[src/common/ich_consts.vh]
// Purpose: Constants of the bus-condition sequencer: register offsets, field bits, resets
// Assumes: Registers are 8 bits wide, reached on a 2-bit word address
// Notes:   Included by bare name; holds definitions only
`ifndef ICH_CONSTS_VH
`define ICH_CONSTS_VH

// Register word addresses
`define ICH_ADDR_CTRL       2'h0
`define ICH_ADDR_STATUS     2'h1
`define ICH_ADDR_RATE       2'h2
`define ICH_ADDR_BUF        2'h3

// Control register field positions
`define ICH_CTRL_ENABLE     0
`define ICH_CTRL_ACKVAL     1
`define ICH_CTRL_IRQEN      2
`define ICH_CTRL_START      3
`define ICH_CTRL_RESTART    4
`define ICH_CTRL_STOP       5
`define ICH_CTRL_ACK        6

// Status register field positions
`define ICH_STAT_EVENT      0
`define ICH_STAT_COLL       1
`define ICH_STAT_WCLASH     2
`define ICH_STAT_BFULL      3
`define ICH_STAT_STOPDET    4
`define ICH_STAT_STARTDET   5
`define ICH_STAT_ACKSTAT    6
`define ICH_STAT_BUSY       7

// Reset values and the bit count of a byte
`define ICH_RATE_RST        8'h09
`define ICH_BYTE_ZERO       8'h00
`define ICH_BITS_PER_BYTE   4'h8

`endif

[src/rtl/ich_cond_seq.v]
// Purpose: Host-side bus-condition sequencer with byte transmit and arbitration
// Assumes: SCL and SDA are open-drain; inputs arrive from outside the clock domain
// Notes:   Rate period is (rate reload + 1) cycles of clk_sys; all pin inputs
//          pass two flip-flops before any logic reads them
//
// The address map and the plain strobed port were decided locally.
`timescale 1ns/10ps
`default_nettype none
`include "ich_consts.vh"

// Function
// - Ack sequence: SCL low, SDA shows value
// - Ack: period, release SCL, high, period, done
// - Buffer write during sequence sets clash flag
// - Stop: SDA low, sampled low, count
// - Release SCL, one period later SDA
// - Stop seen sets bit; period later event
// - Reset disables unit, aborts transfer
// - Start/stop bits cleared by reset, disable
// - Busy bus stop raises enabled interrupt
// - Released SDA read low means collision
// - Transmit collision halts, clears full, releases
// - Sequence collision aborts, releases, clears controls
// - After collision, bus stop sets event
// - Next buffer write restarts from bit one
// - Lines low at start: collision, idle
// - Start: SDA high loads; SCL low collides
// - Early SDA low restarts count; SCL low
// - Restart: release, count, SCL, sample SDA
// - Restart: SDA falling early is fine
// - Restart: SCL falling early is collision
// - Restart: SDA low, count, SCL low
// - Counter reloads from rate reload register
module ich_cond_seq (
  input  wire       clk_sys,   // System clock, 40 MHz
  input  wire       rstn,      // Asynchronous reset, active low
  input  wire [1:0] regAddr,   // Register word address
  input  wire [7:0] regWdata,  // Write data
  input  wire       regWr,     // Write strobe
  input  wire       regRd,     // Read strobe
  output reg  [7:0] regRdata,  // Read data, valid the cycle after the strobe
  input  wire       sclIn,     // SCL pin level
  output reg        sclOut,    // SCL driven level, always low
  output reg        sclOe,     // SCL pulled low while high
  input  wire       sdaIn,     // SDA pin level
  output reg        sdaOut,    // SDA driven level, always low
  output reg        sdaOe,     // SDA pulled low while high
  output reg        portIrq    // Port event interrupt, level
);

  // One-hot sequencer states
  localparam [17:0] S_IDLE = 18'h00001;
  localparam [17:0] S_ST1  = 18'h00002;  // Start: SDA high, first count
  localparam [17:0] S_ST2  = 18'h00004;  // Start: SDA low, second count
  localparam [17:0] S_RS1  = 18'h00008;  // Restart: SDA released, count
  localparam [17:0] S_RS2  = 18'h00010;  // Restart: SCL released, wait high
  localparam [17:0] S_RS3  = 18'h00020;  // Restart: both high, count
  localparam [17:0] S_RS4  = 18'h00040;  // Restart: SDA low, count
  localparam [17:0] S_AK1  = 18'h00080;  // Ack: SCL low, count
  localparam [17:0] S_AK2  = 18'h00100;  // Ack: SCL released, wait high
  localparam [17:0] S_AK3  = 18'h00200;  // Ack: SCL high, count
  localparam [17:0] S_SP1  = 18'h00400;  // Stop: SDA low, wait sampled low
  localparam [17:0] S_SP2  = 18'h00800;  // Stop: first count
  localparam [17:0] S_SP3  = 18'h01000;  // Stop: SCL released, count
  localparam [17:0] S_SP4  = 18'h02000;  // Stop: SDA released, wait both high
  localparam [17:0] S_SP5  = 18'h04000;  // Stop: trailing count
  localparam [17:0] S_TXL  = 18'h08000;  // Transmit: SCL low, count
  localparam [17:0] S_TXW  = 18'h10000;  // Transmit: SCL released, wait high
  localparam [17:0] S_TXH  = 18'h20000;  // Transmit: SCL high, count

  // Pin synchronisers; the first stage feeds only the second
  reg        sclMeta;
  reg        sclS;                 // Synchronised SCL
  reg        sdaMeta;
  reg        sdaS;                 // Synchronised SDA
  reg        sclPrev;              // SCL one cycle older
  reg        sdaPrev;              // SDA one cycle older

  // Software-visible state
  reg        enable;               // Unit enable
  reg        ackBitValue;          // Value sent during ack sequence
  reg        irqEnable;            // Port interrupt enable
  reg        startSeqGo;           // Start sequence request
  reg        restartSeqGo;         // Repeated start request
  reg        stopSeqGo;            // Stop sequence request
  reg        ackSeqGo;             // Ack sequence request
  reg        portEventFlag;        // Sticky port event
  reg        collisionFlag;        // Sticky bus collision
  reg        writeClashFlag;       // Sticky write clash
  reg        bufferFullFlag;       // Shift buffer holds unsent data
  reg        stopDet;              // Stop seen last
  reg        startDet;             // Start seen last
  reg        ackStat;              // Ack level the client returned
  reg  [7:0] rateReload;           // Rate reload value
  reg  [7:0] shiftBuffer;          // Byte to transmit

  // Sequencer state
  reg [17:0] state;
  reg  [7:0] rateCounter;          // Rate counter
  reg        rateRun;              // Counter running
  reg  [3:0] bitCnt;               // Bit index within byte, 8 is the ack slot
  reg        lostArb;              // Arbitration lost, watching for stop

  // Rate counter expiry strobe
  wire rateExpire = rateRun && (rateCounter == `ICH_BYTE_ZERO);
  // Bit currently placed on SDA during transmit
  wire txBit = (bitCnt < `ICH_BITS_PER_BYTE) ? shiftBuffer[3'h7 - bitCnt[2:0]] : 1'b1;
  // Bus conditions seen by the monitor
  wire busStop  = sclS && sclPrev && sdaS && !sdaPrev;
  wire busStart = sclS && sclPrev && !sdaS && sdaPrev;
  wire idleNow  = (state == S_IDLE);
  wire anyGo    = startSeqGo || restartSeqGo || stopSeqGo || ackSeqGo;
  wire wrCtrl   = regWr && (regAddr == `ICH_ADDR_CTRL);
  wire wrStat   = regWr && (regAddr == `ICH_ADDR_STATUS);
  wire wrBuf    = regWr && (regAddr == `ICH_ADDR_BUF);

  // Arbitration loss detector, one term per phase
  reg collide;
  always @* begin
    collide = 1'b0;
    case (state)
      S_IDLE: collide = enable && startSeqGo && (!sdaS || !sclS);
      S_ST1:  collide = !sclS && sdaS;
      S_RS2:  collide = sclS && !sdaS;
      S_RS3:  collide = !sclS && sdaS;
      S_AK3:  collide = ackBitValue && !sdaS;
      S_TXH:  collide = (bitCnt < `ICH_BITS_PER_BYTE) && txBit && !sdaS;
      default: collide = 1'b0;
    endcase
  end

  // Two-stage synchronisers plus one history stage
  always @(posedge clk_sys or negedge rstn) begin
    if (!rstn) begin
      sclMeta <= 1'b1;
      sclS    <= 1'b1;
      sclPrev <= 1'b1;
      sdaMeta <= 1'b1;
      sdaS    <= 1'b1;
      sdaPrev <= 1'b1;
    end else begin
      sclMeta <= sclIn;
      sclS    <= sclMeta;
      sclPrev <= sclS;
      sdaMeta <= sdaIn;
      sdaS    <= sdaMeta;
      sdaPrev <= sdaS;
    end
  end

  // Register writes, sequencer and flags share one process so each bit has one driver
  always @(posedge clk_sys or negedge rstn) begin
    if (!rstn) begin
      enable         <= 1'b0;
      ackBitValue    <= 1'b0;
      irqEnable      <= 1'b0;
      startSeqGo     <= 1'b0;
      restartSeqGo   <= 1'b0;
      stopSeqGo      <= 1'b0;
      ackSeqGo       <= 1'b0;
      portEventFlag  <= 1'b0;
      collisionFlag  <= 1'b0;
      writeClashFlag <= 1'b0;
      bufferFullFlag <= 1'b0;
      stopDet        <= 1'b0;
      startDet       <= 1'b0;
      ackStat        <= 1'b0;
      rateReload     <= `ICH_RATE_RST;
      shiftBuffer    <= `ICH_BYTE_ZERO;
      state          <= S_IDLE;
      rateCounter    <= `ICH_BYTE_ZERO;
      rateRun        <= 1'b0;
      bitCnt         <= 4'h0;
      lostArb        <= 1'b0;
      sclOe          <= 1'b0;
      sdaOe          <= 1'b0;
    end else begin
      // Software clears come first so a same-cycle hardware set wins
      if (wrStat) begin
        if (regWdata[`ICH_STAT_EVENT])  portEventFlag  <= 1'b0;
        if (regWdata[`ICH_STAT_COLL])   collisionFlag  <= 1'b0;
        if (regWdata[`ICH_STAT_WCLASH]) writeClashFlag <= 1'b0;
      end
      if (wrCtrl) begin
        enable      <= regWdata[`ICH_CTRL_ENABLE];
        ackBitValue <= regWdata[`ICH_CTRL_ACKVAL];
        irqEnable   <= regWdata[`ICH_CTRL_IRQEN];
        // Requests only take effect while nothing else is running
        if (idleNow && !anyGo && regWdata[`ICH_CTRL_ENABLE]) begin
          startSeqGo   <= regWdata[`ICH_CTRL_START];
          restartSeqGo <= regWdata[`ICH_CTRL_RESTART];
          stopSeqGo    <= regWdata[`ICH_CTRL_STOP];
          ackSeqGo     <= regWdata[`ICH_CTRL_ACK];
        end
      end
      if (regWr && (regAddr == `ICH_ADDR_RATE)) rateReload <= regWdata;
      if (wrBuf) begin
        if (idleNow && !anyGo && !bufferFullFlag && enable) begin
          shiftBuffer    <= regWdata;
          bufferFullFlag <= 1'b1;
          bitCnt         <= 4'h0;
          sclOe          <= 1'b1;
          rateCounter    <= rateReload;
          rateRun        <= 1'b1;
          state          <= S_TXL;
        end else begin
          writeClashFlag <= 1'b1;
        end
      end

      // Bus monitor for start and stop conditions
      if (busStart) begin
        startDet <= 1'b1;
        stopDet  <= 1'b0;
      end
      if (busStop) begin
        stopDet  <= 1'b1;
        startDet <= 1'b0;
        lostArb  <= 1'b0;
        if (lostArb || (idleNow && startDet)) portEventFlag <= 1'b1;
      end

      if (rateRun && (rateCounter != `ICH_BYTE_ZERO)) rateCounter <= rateCounter - 8'h01;

      case (state)
        S_IDLE: begin
          // Counter stopped in idle, unless a byte load or a start, restart or ack request starts it now
          if (!wrBuf) rateRun <= 1'b0;
          if (enable && startSeqGo) begin
            sclOe       <= 1'b0;
            sdaOe       <= 1'b0;
            rateCounter <= rateReload;
            rateRun     <= 1'b1;
            state       <= S_ST1;
          end else if (enable && restartSeqGo) begin
            sdaOe       <= 1'b0;
            rateCounter <= rateReload;
            rateRun     <= 1'b1;
            state       <= S_RS1;
          end else if (enable && stopSeqGo) begin
            sdaOe <= 1'b1;
            state <= S_SP1;
          end else if (enable && ackSeqGo) begin
            sclOe       <= 1'b1;
            sdaOe       <= !ackBitValue;
            rateCounter <= rateReload;
            rateRun     <= 1'b1;
            state       <= S_AK1;
          end
        end
        S_ST1: begin
          if (!sdaS || rateExpire) begin
            sdaOe       <= 1'b1;
            rateCounter <= rateReload;
            state       <= S_ST2;
          end
        end
        S_ST2: begin
          if (rateExpire) begin
            sclOe         <= 1'b1;
            startSeqGo    <= 1'b0;
            portEventFlag <= 1'b1;
            state         <= S_IDLE;
          end
        end
        S_RS1: begin
          if (rateExpire) begin
            sclOe   <= 1'b0;
            rateRun <= 1'b0;
            state   <= S_RS2;
          end
        end
        S_RS2: begin
          if (sclS && sdaS) begin
            rateCounter <= rateReload;
            rateRun     <= 1'b1;
            state       <= S_RS3;
          end
        end
        S_RS3: begin
          if (rateExpire) begin
            sdaOe       <= 1'b1;
            rateCounter <= rateReload;
            state       <= S_RS4;
          end
        end
        S_RS4: begin
          if (rateExpire) begin
            sclOe         <= 1'b1;
            restartSeqGo  <= 1'b0;
            portEventFlag <= 1'b1;
            state         <= S_IDLE;
          end
        end
        S_AK1: begin
          if (rateExpire) begin
            sclOe   <= 1'b0;
            rateRun <= 1'b0;
            state   <= S_AK2;
          end
        end
        S_AK2: begin
          // Clock stretching by a client holds us here
          if (sclS) begin
            rateCounter <= rateReload;
            rateRun     <= 1'b1;
            state       <= S_AK3;
          end
        end
        S_AK3: begin
          if (rateExpire) begin
            sclOe         <= 1'b1;
            ackSeqGo      <= 1'b0;
            portEventFlag <= 1'b1;
            state         <= S_IDLE;
          end
        end
        S_SP1: begin
          if (!sdaS) begin
            rateCounter <= rateReload;
            rateRun     <= 1'b1;
            state       <= S_SP2;
          end
        end
        S_SP2: begin
          if (rateExpire) begin
            sclOe       <= 1'b0;
            rateCounter <= rateReload;
            state       <= S_SP3;
          end
        end
        S_SP3: begin
          if (rateExpire) begin
            sdaOe   <= 1'b0;
            rateRun <= 1'b0;
            state   <= S_SP4;
          end
        end
        S_SP4: begin
          if (sdaS && sclS) begin
            stopDet     <= 1'b1;
            startDet    <= 1'b0;
            rateCounter <= rateReload;
            rateRun     <= 1'b1;
            state       <= S_SP5;
          end
        end
        S_SP5: begin
          if (rateExpire) begin
            stopSeqGo     <= 1'b0;
            portEventFlag <= 1'b1;
            state         <= S_IDLE;
          end
        end
        S_TXL: begin
          // Data goes out while SCL is low; slot 8 releases SDA for the ack
          sdaOe <= !txBit;
          if (rateExpire) begin
            sclOe   <= 1'b0;
            rateRun <= 1'b0;
            state   <= S_TXW;
          end
        end
        S_TXW: begin
          if (sclS) begin
            rateCounter <= rateReload;
            rateRun     <= 1'b1;
            state       <= S_TXH;
          end
        end
        S_TXH: begin
          if (rateExpire) begin
            sclOe       <= 1'b1;
            rateCounter <= rateReload;
            if (bitCnt == `ICH_BITS_PER_BYTE) begin
              // Ack slot done: hold SCL low and wait for the next byte
              ackStat       <= sdaS;
              portEventFlag <= 1'b1;
              state         <= S_IDLE;
            end else begin
              if (bitCnt == (`ICH_BITS_PER_BYTE - 4'h1)) bufferFullFlag <= 1'b0;
              bitCnt <= bitCnt + 4'h1;
              state  <= S_TXL;
            end
          end
        end
        default: state <= S_IDLE;
      endcase

      if (collide) begin
        collisionFlag  <= 1'b1;
        lostArb        <= 1'b1;
        bufferFullFlag <= 1'b0;
        startSeqGo     <= 1'b0;
        restartSeqGo   <= 1'b0;
        stopSeqGo      <= 1'b0;
        ackSeqGo       <= 1'b0;
        sclOe          <= 1'b0;
        sdaOe          <= 1'b0;
        rateRun        <= 1'b0;
        state          <= S_IDLE;
      end

      // Disable clears detect bits
      // A write that enables the unit now must keep the requests it carries
      if (!enable && !(wrCtrl && regWdata[`ICH_CTRL_ENABLE])) begin
        startDet       <= 1'b0;
        stopDet        <= 1'b0;
        startSeqGo     <= 1'b0;
        restartSeqGo   <= 1'b0;
        stopSeqGo      <= 1'b0;
        ackSeqGo       <= 1'b0;
        bufferFullFlag <= 1'b0;
        sclOe          <= 1'b0;
        sdaOe          <= 1'b0;
        rateRun        <= 1'b0;
        lostArb        <= 1'b0;
        state          <= S_IDLE;
      end
    end
  end

  // Read port and constant-low pin drivers; read data only in the cycle after the strobe
  always @(posedge clk_sys or negedge rstn) begin
    if (!rstn) begin
      regRdata <= `ICH_BYTE_ZERO;
      sclOut   <= 1'b0;
      sdaOut   <= 1'b0;
      portIrq  <= 1'b0;
    end else begin
      sclOut  <= 1'b0;
      sdaOut  <= 1'b0;
      portIrq <= portEventFlag && irqEnable;
      if (regRd) begin
        case (regAddr)
          `ICH_ADDR_CTRL:   regRdata <= {1'b0, ackSeqGo, stopSeqGo, restartSeqGo,
                                         startSeqGo, irqEnable, ackBitValue, enable};
          `ICH_ADDR_STATUS: regRdata <= {!idleNow, ackStat, startDet, stopDet,
                                         bufferFullFlag, writeClashFlag, collisionFlag,
                                         portEventFlag};
          `ICH_ADDR_RATE:   regRdata <= rateReload;
          default:          regRdata <= shiftBuffer;
        endcase
      end else begin
        regRdata <= `ICH_BYTE_ZERO;
      end
    end
  end

endmodule // ich_cond_seq
`default_nettype wire

[config.mk]
export PLATFORM = sky130hd
export DESIGN_NAME = ich_cond_seq
export DESIGN_NICKNAME = d
export VERILOG_FILES = /design/src/rtl/ich_cond_seq.v
export VERILOG_INCLUDE_DIRS = /design/src /design/src/common
export SDC_FILE = /design/constraint.sdc
export NUM_CORES = 1
export LEC_CHECK = 0
export ABC_AREA = 1
export BUFFER_PORTS_ARGS = -buffer_cell sky130_fd_sc_hd__buf_2
export CAP_MARGIN = 10
export CELL_PAD_IN_SITES_DETAIL_PLACEMENT = 0
export CELL_PAD_IN_SITES_GLOBAL_PLACEMENT = 1
export CORE_ASPECT_RATIO = 1.2
export CORE_MARGIN = 10
export CORE_UTILIZATION = 40
export CTS_CLUSTER_SIZE = 8
export DETAILED_ROUTE_END_ITERATION = 8
export GPL_TIMING_DRIVEN = 0
export PLACE_DENSITY_LB_ADDON = 0.1
export REMOVE_ABC_BUFFERS = 1
export SKIP_CTS_REPAIR_TIMING = 1
export SLEW_MARGIN = 40
export SYNTH_ARGS = -nofsm -noshare
export SYNTH_HDL_FRONTEND = slang
export SYNTH_SLANG_ARGS = --single-unit
[constraint.sdc]
create_clock -name clk_sys -period 3.9 [get_ports clk_sys]
set_clock_uncertainty 0.15 [all_clocks]
set_input_delay 0.195 -clock clk_sys [delete_from_list [all_inputs] [get_ports clk_sys]]
set_output_delay 0.195 -clock clk_sys [all_outputs]
set_load 0.01 [all_outputs]
# Word level (Yosys, flattened, before mapping)

Cells that the tools add are included.

Add/subtract/negate cells: 3
Order comparisons: 2
Eq/ne operators: 27
Multiplexer cells: 143
Reductions and logical operators: 65

Operators with widths:

| cell                   | number |
|---|---|
| $mux W18               | 22 |
| $pmux W18 S15          | 1 |
| $mux W8                | 13 |
| $mux W1                | 93 |
| $pmux W8 S6            | 1 |
| $logic_and A1 B1 Y1    | 30 |
| $pmux W8 S3            | 1 |
| $mux W4                | 5 |
| $eq A18 B1 Y1 const B  | 1 |
| $eq A18 B10 Y1 const B | 1 |
| $eq A18 B11 Y1 const B | 1 |
| $eq A18 B12 Y1 const B | 1 |
| $eq A18 B13 Y1 const B | 1 |
| $eq A18 B14 Y1 const B | 1 |
| $eq A18 B15 Y1 const B | 1 |
| $eq A18 B16 Y1 const B | 1 |
| $eq A18 B17 Y1 const B | 1 |
| $eq A18 B18 Y1 const B | 1 |
| $eq A18 B2 Y1 const B  | 1 |
| $eq A18 B3 Y1 const B  | 1 |
| $eq A18 B4 Y1 const B  | 1 |
| $eq A18 B5 Y1 const B  | 1 |
| $eq A18 B6 Y1 const B  | 1 |
| $eq A18 B7 Y1 const B  | 1 |
| 32 further kinds       | 58 |

Flip-flop bits (word level): 79
Output and inout port bits: 13
Word-level logic and storage cells: 271

# Logic depth before layout (Yosys ltp)

Gate-level depths: netlist of the first run.

Depth in word-level cells: 17
Gate-level depth with buffers: 16

# Worst setup path before layout of the first run

Ideal clock, no wire load.

Path type: flip-flop to flip-flop
From: reg rateCounter[0]
To: reg state[4]
Library setup time: 0.118 ns
Arrival: 1.861 ns
Data required time: 3.632 ns
Path slack: 1.771 ns
Cell stages (with the launch flop): 14
Path buffers: 0
Period minus slack after synthesis: 2.129 ns
Cell sequence: dfrtp_1 inv_1 ha_1 nand2_1 nor2_1 nand2_1 nor2_1 nand2_1 nand3_1 nand2_1 nor3_2 nand3_1 o21ai_1 nor2_2

Word-level cells in the longest chain between the ends: 7

RTL lines:

| element                        | RTL line           | text |
|---|---|---|
| start: declaration             | ich_cond_seq.v:99  | `reg [7:0] rateCounter;` |
| start signal: assignment       | ich_cond_seq.v:171 | `` rateCounter <= `ICH_BYTE_ZERO; `` |
| start signal: assignment       | ich_cond_seq.v:203 | `rateCounter <= rateReload;` |
| start signal: assignment       | ich_cond_seq.v:223 | `` if (rateRun && (rateCounter != `ICH_BYTE_ZERO)) rateCounter <= rateCounter - 8'h01; `` |
| $logic_not A8 Y1 (no line) (*) | n/a                |  |
| $logic_and A1 B1 Y1 (*)        | ich_cond_seq.v:105 | `` wire rateExpire = rateRun && (rateCounter == `ICH_BYTE_ZERO); `` |
| $logic_or A1 B1 Y1             | ich_cond_seq.v:252 | `if (!sdaS \|\| rateExpire) begin` |
| $mux W18                       | ich_cond_seq.v:252 |  |
| $pmux W18 S15 (*)              | ich_cond_seq.v:225 | `case (state)` |
| $mux W18 (*)                   | ich_cond_seq.v:390 | `if (collide) begin` |
| $mux W18 (*)                   | ich_cond_seq.v:406 | `` if (!enable && !(wrCtrl && regWdata[`ICH_CTRL_ENABLE])) begin `` |
| end signal: assignment         | ich_cond_seq.v:234 | `state <= S_ST1;` |
| end signal: assignment         | ich_cond_seq.v:255 | `state <= S_ST2;` |
| end signal: assignment         | ich_cond_seq.v:263 | `state <= S_IDLE;` |
| end: declaration               | ich_cond_seq.v:98  | `reg [17:0] state;` |

Every way passes the cells marked *; elsewhere a longest branch is shown, timed or not.
A chain may end at the register's enable or synchronous reset.

# Final worst setup path of the first run

From: reg rateCounter[0]
To: reg rateCounter[4]

Word-level cells in the longest chain between the ends: 8

RTL lines:

| element                                               | RTL line |
|---|---|
| branches (longest 7 deep; another with $sub A8 B1 Y8) | n/a |
| $pmux W8 S6 (*)                                       | ich_cond_seq.v:225 |

Mark *: on every way between the ends.

==> results.toml, run 1 <==
[synthesis]
synth_edf_count = 0
synth_top_area_share_pct = 32.2
synth.area.top_cells = "dfrtp_1 (32%), nand2_1 (12%), o21ai_0 (6.8%)"
yosys_warnings = 0
synth_cell_types = 52
synthCells = 769
netlist_area_um2 = 5440
yosysSeqAreaShare_pct = 36.5
async_flop_share_pct = 100
synth_area_per_cell_um2 = 7.07
synth-main-ff-cell = "dfrtp_1"
synth-seq-cells = 79
yosys.area.top_type = "dfrtp_1"

[layout]
final_cell_mix = "nand2_1 (171), inv_1 (96), nor2_1 (87)"
fin_area_um2 = 6050
drive_above_1_share_pct = 16.9
antenna_cells = 0
register_area_um2 = 1990
multi_input_area_um2 = 2900
fill_cells = 1405
fin_util_pct = 45.5
layout_commonest_cell = "nand2_1"
synthToLayoutAreaGrowth_pct = 11.2
fin_nets = 820

[floorplanning]
die_area_um2 = 18700
fp.dieW_um = 126
die_h_um = 148
core-area_um2 = 13300
ios = 29
initial_core_util_pct = 40.9
rows = 46

[placed_design]
dpl_cell_area_um2 = 5720
gp_congestion = 0.928
portBuffers = 26
dp_hpwl_um = 13900
dpl_worst_slack_ns = 0.838

[power]
p_sw_share_pct = 41.1
intPower_mw = 1.74
p_switching_mw = 1.21
p_comb_share_pct = 35.6
power_frac_seq_pct = 37.3
ir_worst_vdd_mv = 0.297
clkPwrFrac_pct = 27.1
leakage_nw = 3.07
pwr_density_cell_nw_per_um2 = 488
power_mw = 2.95

[setup_path]
r2r-end = "rateCounter[4]$_DFF_PN0_"
cp-start-kind = "flip-flop"
worstSetupEndpointType = "flip-flop"
worstPathArrival_ns = 3.21
rrSetupSlack_ns = 0.78
required_ns = 4.00
crit_fanout = 26
rr_worst_depth = 15
crit_type = "flip-flop to flip-flop"
reg2reg_from = "rateCounter[0]$_DFF_PN0_"

[sta]
final_hold_viol_count = 0
finalCritPeriodShare_pct = 79.9
fin_crit_ns = 3.12
max_freq_mhz = 321
slew_viol_final = 0
fin_ws_ns = 0.784
setup_tns_ns = 0
rsz0062_at_grt = "false"
relSlewSlack_pct = 60.5
worstMarginPinSlew_ns = 0.591
setup_viol = 0

[grt]
grt-ovfl-total = 0
grt_max_degree = 58
grt_pass1_wl_um = 28200
grt_pass1_vias = 5097
track_usage_pct = 19.2
antenna_found_initial = 0

[clocking]
cts.sinks = 79
insertion_delay_ns = 0.35
cts_made_buffers = 9
htreeDepth = 3
ctsLongestPathBuffers = 2
cts_root_buf = "clkbuf_16"
cts_tree = "yes"
clkTransAtPathRegs_ns = 0.07

[status]
status = "finished clean"

[detailed_routing]
wl_per_cell_um = 18.5
num_vias = 5313
firstDrtPassIters = 5
routed_wl_um = 18000
drtAntennaViolNets = 0
avgViaCountPerCell = 5.45
drt_iter0_drc = 467
drcViolationCount = 0

[worst_hold_path]
min_from = "regWdata[6]"
holdPathStages = 3
hold_end = "shiftBuffer[6]$_DFFE_PN0P_"
worstHoldPathType = "input pin to flip-flop"

[flow_run]
maxCapViolCount = 0
==> critical path, stage by stage (launching register included) <==
cell,delay (ns)
dfrtp_1,0.39
inv_1,0.10
ha_1,0.19
nand2_1,0.06
nor2_1,0.14
nand2_1,0.16
nor2_1,0.18
nand2_2,0.37
nand3_1,0.29
nand2_1,0.09
nor2_2,0.27
nand3_1,0.28
nand2_1,0.13
nand3_1,0.07
nand2_1,0.08
inv_1,0.04
==> synthesized netlist by cell type, types with 3 or more instances <==
cell type	instances
a21oi_1	36
a21oi_2	7
buf_6	4
clkbuf_1	5
dfrtp_1	70
dfstp_2	9
ha_1	3
inv_1	96
inv_2	18
nand2_1	172
nand2_2	14
nand2_4	4
nand3_1	56
nand3_2	3
nand3_4	3
nand4_1	12
nor2_1	87
nor2_2	13
nor2_4	7
nor3_1	6
o2111ai_1	5
o211ai_1	9
o21ai_0	74
o21ai_1	4
o221ai_1	4
o22ai_1	8
==> how the worst max path moves through the flow <==
| stage | startpoint | endpoint | slack, ns |
|---|---|---|---|
| after floorplan | rateCounter[0]$_DFF_PN0_ | rateCounter[4]$_DFF_PN0_ | 1.47 |
| after global placement | rateCounter[0]$_DFF_PN0_ | rateCounter[7]$_DFF_PN0_ | 0.31 |
| after detailed placement | rateCounter[0]$_DFF_PN0_ | state[12]$_DFF_PN0_ | 0.84 |
| after CTS | rateCounter[0]$_DFF_PN0_ | state[4]$_DFF_PN0_ | 0.82 |
| after global routing | rateCounter[0]$_DFF_PN0_ | state[7]$_DFF_PN0_ | 0.53 |
| final | rateCounter[0]$_DFF_PN0_ | rateCounter[4]$_DFF_PN0_ | 0.78 |
==> registers in the layout (all words and copies together) (netlist names), 4 cells and up <==
| signal | cells |
|---|---|
| state | 18 |
| rateCounter | 8 |
| rateReload | 8 |
| regRdata | 8 |
| shiftBuffer | 8 |
| bitCnt | 4 |
==> power groups by stage <==
stage          Combinational, mW  Clock, mW  Sequential, mW
4_1_cts                     1.05      0.814            1.10
6_report                    1.05      0.801            1.10
3_5_place_dp                1.04          0            1.12
5_1_grt                     1.19      0.841            1.12
3_3_place_gp                1.02          0            1.11
2_1_floorplan              0.743          0            1.08
==> layout make-up <==
| cell class | count | area share, % |
|---|---|---|
| clock inverters | 5 | 0.558 |
| well taps | 168 | 3.47 |
| inverters | 118 | 7.40 |
| flip-flops and latches | 79 | 32.9 |
| repair buffers | 35 | 3.91 |
| multi-input cells | 558 | 48.0 |
| clock buffers | 11 | 3.85 |
==> per-stage QoR <==
| step | std cells | hold WS (ns) |
|---|---|---|
| 6_report | 974 | 0.0262 |
| 5_1_grt | 974 | 0.0443 |
| 4_1_cts | 968 | -0.453 |
| 3_5_place_dp | 952 | -0.0795 |
| 3_3_place_gp | 949 | 0.150 |
| 2_1_floorplan | 755 | -0.251 |
==> per-layer routing <==
metal / GRT usage, % / share of wire, %
met5: 0 / 0
met4: 7.75 / 2.8
met3: 3.18 / 4.8
met2: 32.7 / 50
met1: 23.4 / 42
==> logic make-up after synthesis <==
logic type | share of synthesized area (%)
flip-flops | 36.5
buffers and inverters | 10.3
multiplexers | 0.207
AO/OA/AOI/OAI | 17.0
adder cells (fa/ha/maj) | 0.690
other | 0.0689
XOR/XNOR | 0.483
AND/OR/NAND/NOR | 34.7
(Power assumes the default switching activity.)
==> inputs of run 2 (changes only) <==
--- a/config.mk
+++ b/config.mk
@@ -6,7 +6,7 @@
 export SDC_FILE = /design/constraint.sdc
 export NUM_CORES = 1
 export LEC_CHECK = 0
-export ABC_AREA = 1
+export ABC_AREA = 0
 export BUFFER_PORTS_ARGS = -buffer_cell sky130_fd_sc_hd__buf_2
 export CAP_MARGIN = 10
 export CELL_PAD_IN_SITES_DETAIL_PLACEMENT = 0
==> constraint.sdc (replaced) <==
create_clock -name clk_sys -period 2.65 [get_ports clk_sys]
set_clock_uncertainty 0.15 [all_clocks]
set_input_delay 0.1325 -clock clk_sys [delete_from_list [all_inputs] [get_ports clk_sys]]
set_output_delay 0.1325 -clock clk_sys [all_outputs]
set_load 0.01 [all_outputs]
==> results.toml, run 2 <==
[status]
status = "finished with violations"
failed_checks = "hold timing, setup timing"

[clocking]
cts_tree = "yes"
ctsLongestPathBuffers = 2
cts_root_buf = "clkbuf_16"
insertion_delay_ns = 0.35
cts.sinks = 79
cts_made_buffers = 9
clkTransAtPathRegs_ns = 0.07
htreeDepth = 3

[synthesis]
synthSimpleGateAreaFrac_pct = 28.4
synth-seq-cells = 79
yosysSeqAreaShare_pct = 41.5
synth_top_area_share_pct = 36.6
yosysMostFrequentCell = "dfrtp_1"
synthCells = 526
yosys_warnings = 0
synth_mux_area_share_pct = 7.21
yosys.area.top_type = "dfrtp_1"
synth-main-ff-cell = "dfrtp_1"
netlist_area_um2 = 4790
synth_compound_area_share_pct = 16.8
synth_area_per_cell_um2 = 9.11
synthXorXnorAreaFrac_pct = 1.28
synth_top_family_by_area = "simple AND/OR/NAND/NOR gates"
synth_edf_count = 0
synth_cell_types = 75
async_flop_share_pct = 100
synthAdderAreaFrac_pct = 0.783
ys_top_cells_by_count = "dfrtp_1 (70), nand2_1 (69), nor2_1 (57)"
synth.area.top_cells = "dfrtp_1 (37%), nand2_1 (5.4%), dfstp_2 (4.9%)"

[detailed_routing]
drcViolationCount = 0
drtAntennaViolNets = 0
drt_iter0_drc = 467
firstDrtPassIters = 5
routed_wl_um = 15800
num_vias = 4464
wl_per_cell_um = 20.4
avgViaCountPerCell = 5.76

[power]
pwr_density_cell_nw_per_um2 = 637
ir_worst_vdd_mv = 0.278
leakage_nw = 2.60

[grt]
grt_pass1_wl_um = 23600
grt_max_degree = 49
antenna_found_initial = 0
grt-ovfl-total = 0
track_usage_pct = 17.8
grt_pass1_vias = 4111

[setup_path]
cp-start-kind = "flip-flop"
worstPathArrival_ns = 3.20
rrSetupSlack_ns = -0.47
rr_worst_depth = 11
worstSetupEndpointType = "flip-flop"
cp-startpoint = "rateCounter[0]$_DFF_PN0_"
reg2reg_from = "rateCounter[0]$_DFF_PN0_"
crit_type = "flip-flop to flip-flop"
crit_fanout = 5
r2r-end = "state[5]$_DFF_PN0_"
required_ns = 2.73

[flow_run]
maxCapViolCount = 0

[placed_design]
gp_congestion = 0.890
dp_hpwl_um = 11200
dpl_worst_slack_ns = -1.19
portBuffers = 26

[floorplanning]
ios = 29
initial_core_util_pct = 41.2
core-area_um2 = 11600
rows = 43
die_h_um = 140
die_area_um2 = 16800
fp.dieW_um = 120

[sta]
worstMarginPinSlew_ns = 0.782
rsz0062_at_grt = "true"
setup_viol = 34
relSlewSlack_pct = 47.1
slew_viol_final = 0
final_hold_viol_count = 1
fin_crit_ns = 3.12
max_freq_mhz = 321
fin_ws_ns = -0.468
fin_hold_ws_ns = -0.0239
finalCritPeriodShare_pct = 118

[layout]
largest_register_ffs = 18
drive_above_1_share_pct = 31.4
layout_commonest_cell = "nand2_1"
top_register = "state"
antenna_cells = 0
synthToLayoutAreaGrowth_pct = 28.7
final_cell_mix = "nand2_1 (69), dfrtp_1 (63), buf_4 (53)"
fin_nets = 632
fin_util_pct = 53.1

[worst_hold_path]
hold_end = "writeClashFlag$_DFF_PN0_"
holdPathStages = 4
min_from = "regWr"
worstHoldPathType = "input pin to flip-flop"
-- run 2: kinds of logic after synthesis --
kind of cell | after synthesis
simple gates | 253
compound gates | 122
flops | 79
buf+inv | 39
mux | 22
xor+xnor | 7
fa+ha+maj | 3
other cells | 1
-- run 2: area by class of cell --
cell class / instances / area, um2
timing repair buffer: 99 / 781
fill: 1092 / 5460
clock buffer: 10 / 239
sequential: 79 / 2000
inverter: 14 / 52.6
clock inverter: 6 / 50.0
multi-input combinational: 410 / 2850
tap: 157 / 196
-- run 2: power by group --
group	switching [mW]	internal (mW)	total, mW
combinational	0.512	0.506	1.02
clock	0.572	0.676	1.25
sequential	0.249	1.41	1.66
-- run 2: worst max-delay path by stage --
stage | slack, ns | to
after floorplan | -0.47 | state[0]$_DFF_PN1_
after global placement | -1.63 | rateCounter[5]$_DFF_PN0_
after detailed placement | -1.19 | state[5]$_DFF_PN0_
after CTS | -1.21 | state[5]$_DFF_PN0_
after global routing | -0.58 | state[5]$_DFF_PN0_
final | -0.47 | state[5]$_DFF_PN0_
-- run 2: layer usage --
metal	global-route usage (%)	wire length, um	vias up
li1	-	-	2096
met1	21.6	6590	2188
met2	29.4	7850	144
met3	2.69	708	36
met4	9.92	673	0
met5	0	0	-
-- run 2: through the flow --
| stage | hold slack [ns] | TNS (ns) | area (um2) | instances | power, mW |
|---|---|---|---|---|---|
| after floorplan | -0.313 | -14.70 | 4660 | 502 | 2.15 |
| after global placement | 0.0898 | -60.26 | 4990 | 685 | 2.45 |
| after detailed placement | -0.110 | -36.19 | 5050 | 686 | 2.47 |
| after CTS | -0.480 | -37.81 | 5340 | 702 | 3.72 |
| after global routing | 0.0185 | -12.35 | 6170 | 775 | 4.13 |
| final | -0.0239 | -9.11 | 6170 | 775 | 3.93 |
-- run 2: critical path: stages (launching register included) --
cell and delay, ns:
dfrtp_1 0.41, inv_2 0.08, ha_4 0.14, or4b_4 0.51, nor4b_4 0.35, buf_6 0.19, nor2_4 0.05, a222oi_1 0.39
nand2_1 0.26, o21a_1 0.26, o21ai_1 0.14, a21oi_1 0.07
==> inputs of run 3 (changes only) <==
--- a/config.mk
+++ b/config.mk
@@ -9,11 +9,11 @@
 export ABC_AREA = 0
 export BUFFER_PORTS_ARGS = -buffer_cell sky130_fd_sc_hd__buf_2
 export CAP_MARGIN = 10
-export CELL_PAD_IN_SITES_DETAIL_PLACEMENT = 0
-export CELL_PAD_IN_SITES_GLOBAL_PLACEMENT = 1
+export CELL_PAD_IN_SITES_DETAIL_PLACEMENT = 1
+export CELL_PAD_IN_SITES_GLOBAL_PLACEMENT = 2
 export CORE_ASPECT_RATIO = 1.2
 export CORE_MARGIN = 10
-export CORE_UTILIZATION = 40
+export CORE_UTILIZATION = 35
 export CTS_CLUSTER_SIZE = 8
 export DETAILED_ROUTE_END_ITERATION = 8
 export GPL_TIMING_DRIVEN = 0
==> constraint.sdc (replaced) <==
create_clock -name clk_sys -period 2.65 [get_ports clk_sys]
set_clock_uncertainty 0.15 [all_clocks]
set_input_delay 0.265 -clock clk_sys [delete_from_list [all_inputs] [get_ports clk_sys]]
set_output_delay 0.265 -clock clk_sys [all_outputs]
set_load 0.01 [all_outputs]
==> results.toml, run 3 (synthesized netlist as in run 2, its figures left out) <==
[status]
status = "finished with violations"
failed_checks = "setup timing"

[floorplanning]
die_area_um2 = 18800
die_h_um = 148
initial_core_util_pct = 36.0
core-area_um2 = 13300
rows = 46
fp.dieW_um = 127
ios = 29

[power]
leakage_nw = 2.56
power_mw = 3.92
pwr_density_cell_nw_per_um2 = 642
p_switching_mw = 1.33
intPower_mw = 2.58
p_comb_share_pct = 26.6
p_sw_share_pct = 34.1
clkPwrFrac_pct = 31.2
power_frac_seq_pct = 42.2
ir_worst_vdd_mv = 0.315

[worst_hold_path]
worstHoldPathType = "input pin to flip-flop"
min_from = "regWdata[1]"

[placed_design]
dp_hpwl_um = 12400
dpl_worst_slack_ns = -1.29
gp_congestion = 0.842
portBuffers = 26
dp.cells = 697
dpl_cell_area_um2 = 5060

[setup_path]
cp-startpoint = "rateCounter[0]$_DFF_PN0_"
worstSetupEndpointType = "flip-flop"
crit_type = "flip-flop to flip-flop"
r2r-end = "state[5]$_DFF_PN0_"
worstPathArrival_ns = 3.12
required_ns = 2.73
endpoint = "state[5]$_DFF_PN0_"
rr_worst_depth = 12
reg2reg_from = "rateCounter[0]$_DFF_PN0_"
cp-start-kind = "flip-flop"
rrSetupSlack_ns = -0.39
crit_fanout = 6

[layout]
largest_register_ffs = 18
fin_util_pct = 45.9
synthToLayoutAreaGrowth_pct = 27.3
top_register = "state"
final_cells = 776
fin_nets = 621
drive_above_1_share_pct = 31.6
fin_area_um2 = 6100
final_cell_mix = "nand2_1 (67), dfrtp_1 (65), nor2_1 (53)"
fill_cells = 1510
layout_commonest_cell = "nand2_1"

[grt]
grt_pass1_wl_um = 25400
grt_pass1_vias = 4370
track_usage_pct = 17.3
grt_max_degree = 49
grt-ovfl-total = 0
antenna_found_initial = 1

[clocking]
cts.sinks = 79
insertion_delay_ns = 0.35
clkTransAtPathRegs_ns = 0.06
cts_root_buf = "clkbuf_16"
cts_tree = "yes"
ctsLongestPathBuffers = 2
htreeDepth = 3
cts_made_buffers = 9

[sta]
fin_hold_ws_ns = 0.0133
final_hold_viol_count = 0
slew_viol_final = 0
max_freq_mhz = 329
fin_crit_ns = 3.04
worstMarginPinSlew_ns = 0.725
setup_viol = 34
relSlewSlack_pct = 51.6
finalCritPeriodShare_pct = 115
fin_ws_ns = -0.387
rsz0062_at_grt = "true"
setup_tns_ns = -8.38

[flow_run]
maxCapViolCount = 0

[detailed_routing]
route.met3.wl_um = 539
drtAntennaViolNets = 0
wl_per_cell_um = 22.0
drcViolationCount = 0
wirelength_met1_um = 7150
drt_iter0_drc = 245
routed_wl_um = 17100
num_vias = 4426
dr_wl_met2_um = 8970
avgViaCountPerCell = 5.70
firstDrtPassIters = 4
top_layer = "met4"
-- run 3: per-layer routing --
layer | global-route usage (%) | up-vias
met5 | 0 | -
met4 | 6.56 | 0
met3 | 3.34 | 26
met2 | 30.4 | 69
met1 | 20.2 | 2251
li1 | - | 2080
-- run 3: final cells by class --
type / instances / area, um2 / area share (%)
Timing Repair Buffer: 89 / 694 / 11.4
Clock buffer: 11 / 243 / 3.98
Clock inverter: 5 / 42.5 / 0.697
Antenna cell: 1 / 2.50 / 0.0410
Tap cell: 168 / 210 / 3.45
Sequential cell: 79 / 1990 / 32.7
Multi-Input combinational cell: 409 / 2860 / 46.9
Inverter: 14 / 52.6 / 0.861
-- run 3: how the worst min path moves through the flow --
stage                                  to  slack [ns]  cells past startpoint
2_1_floorplan     ackBitValue$_DFFE_PN0P_       -0.18                      0
3_3_place_gp               sdaS$_DFF_PN1_        0.20                      0
3_5_place_dp     rateCounter[7]$_DFF_PN0_        0.03                      1
4_1_cts          rateCounter[7]$_DFF_PN0_       -0.34                      1
5_1_grt         rateReload[7]$_DFFE_PN0P_        0.03                      2
6_report       shiftBuffer[1]$_DFFE_PN0P_        0.01                      3
-- run 3: power groups by stage --
stage / sequential, mW / combinational (mW) / clock (mW)
final: 1.65 / 1.04 / 1.22
after floorplan: 1.59 / 0.562 / 0
after global routing: 1.68 / 1.15 / 1.30
after global placement: 1.67 / 0.794 / 0
after detailed placement: 1.68 / 0.820 / 0
after CTS: 1.66 / 0.826 / 1.26
-- run 3: critical path, stage by stage (launching register included) --
cell and delay (ns):
dfrtp_1 0.41, inv_2 0.07, ha_4 0.13, or4b_4 0.51, nor4b_4 0.38, buf_6 0.19, nor2_4 0.05, a222oi_1 0.30
buf_4 0.19, nand2_4 0.08, o21a_1 0.23, o21ai_1 0.14, a21oi_1 0.08
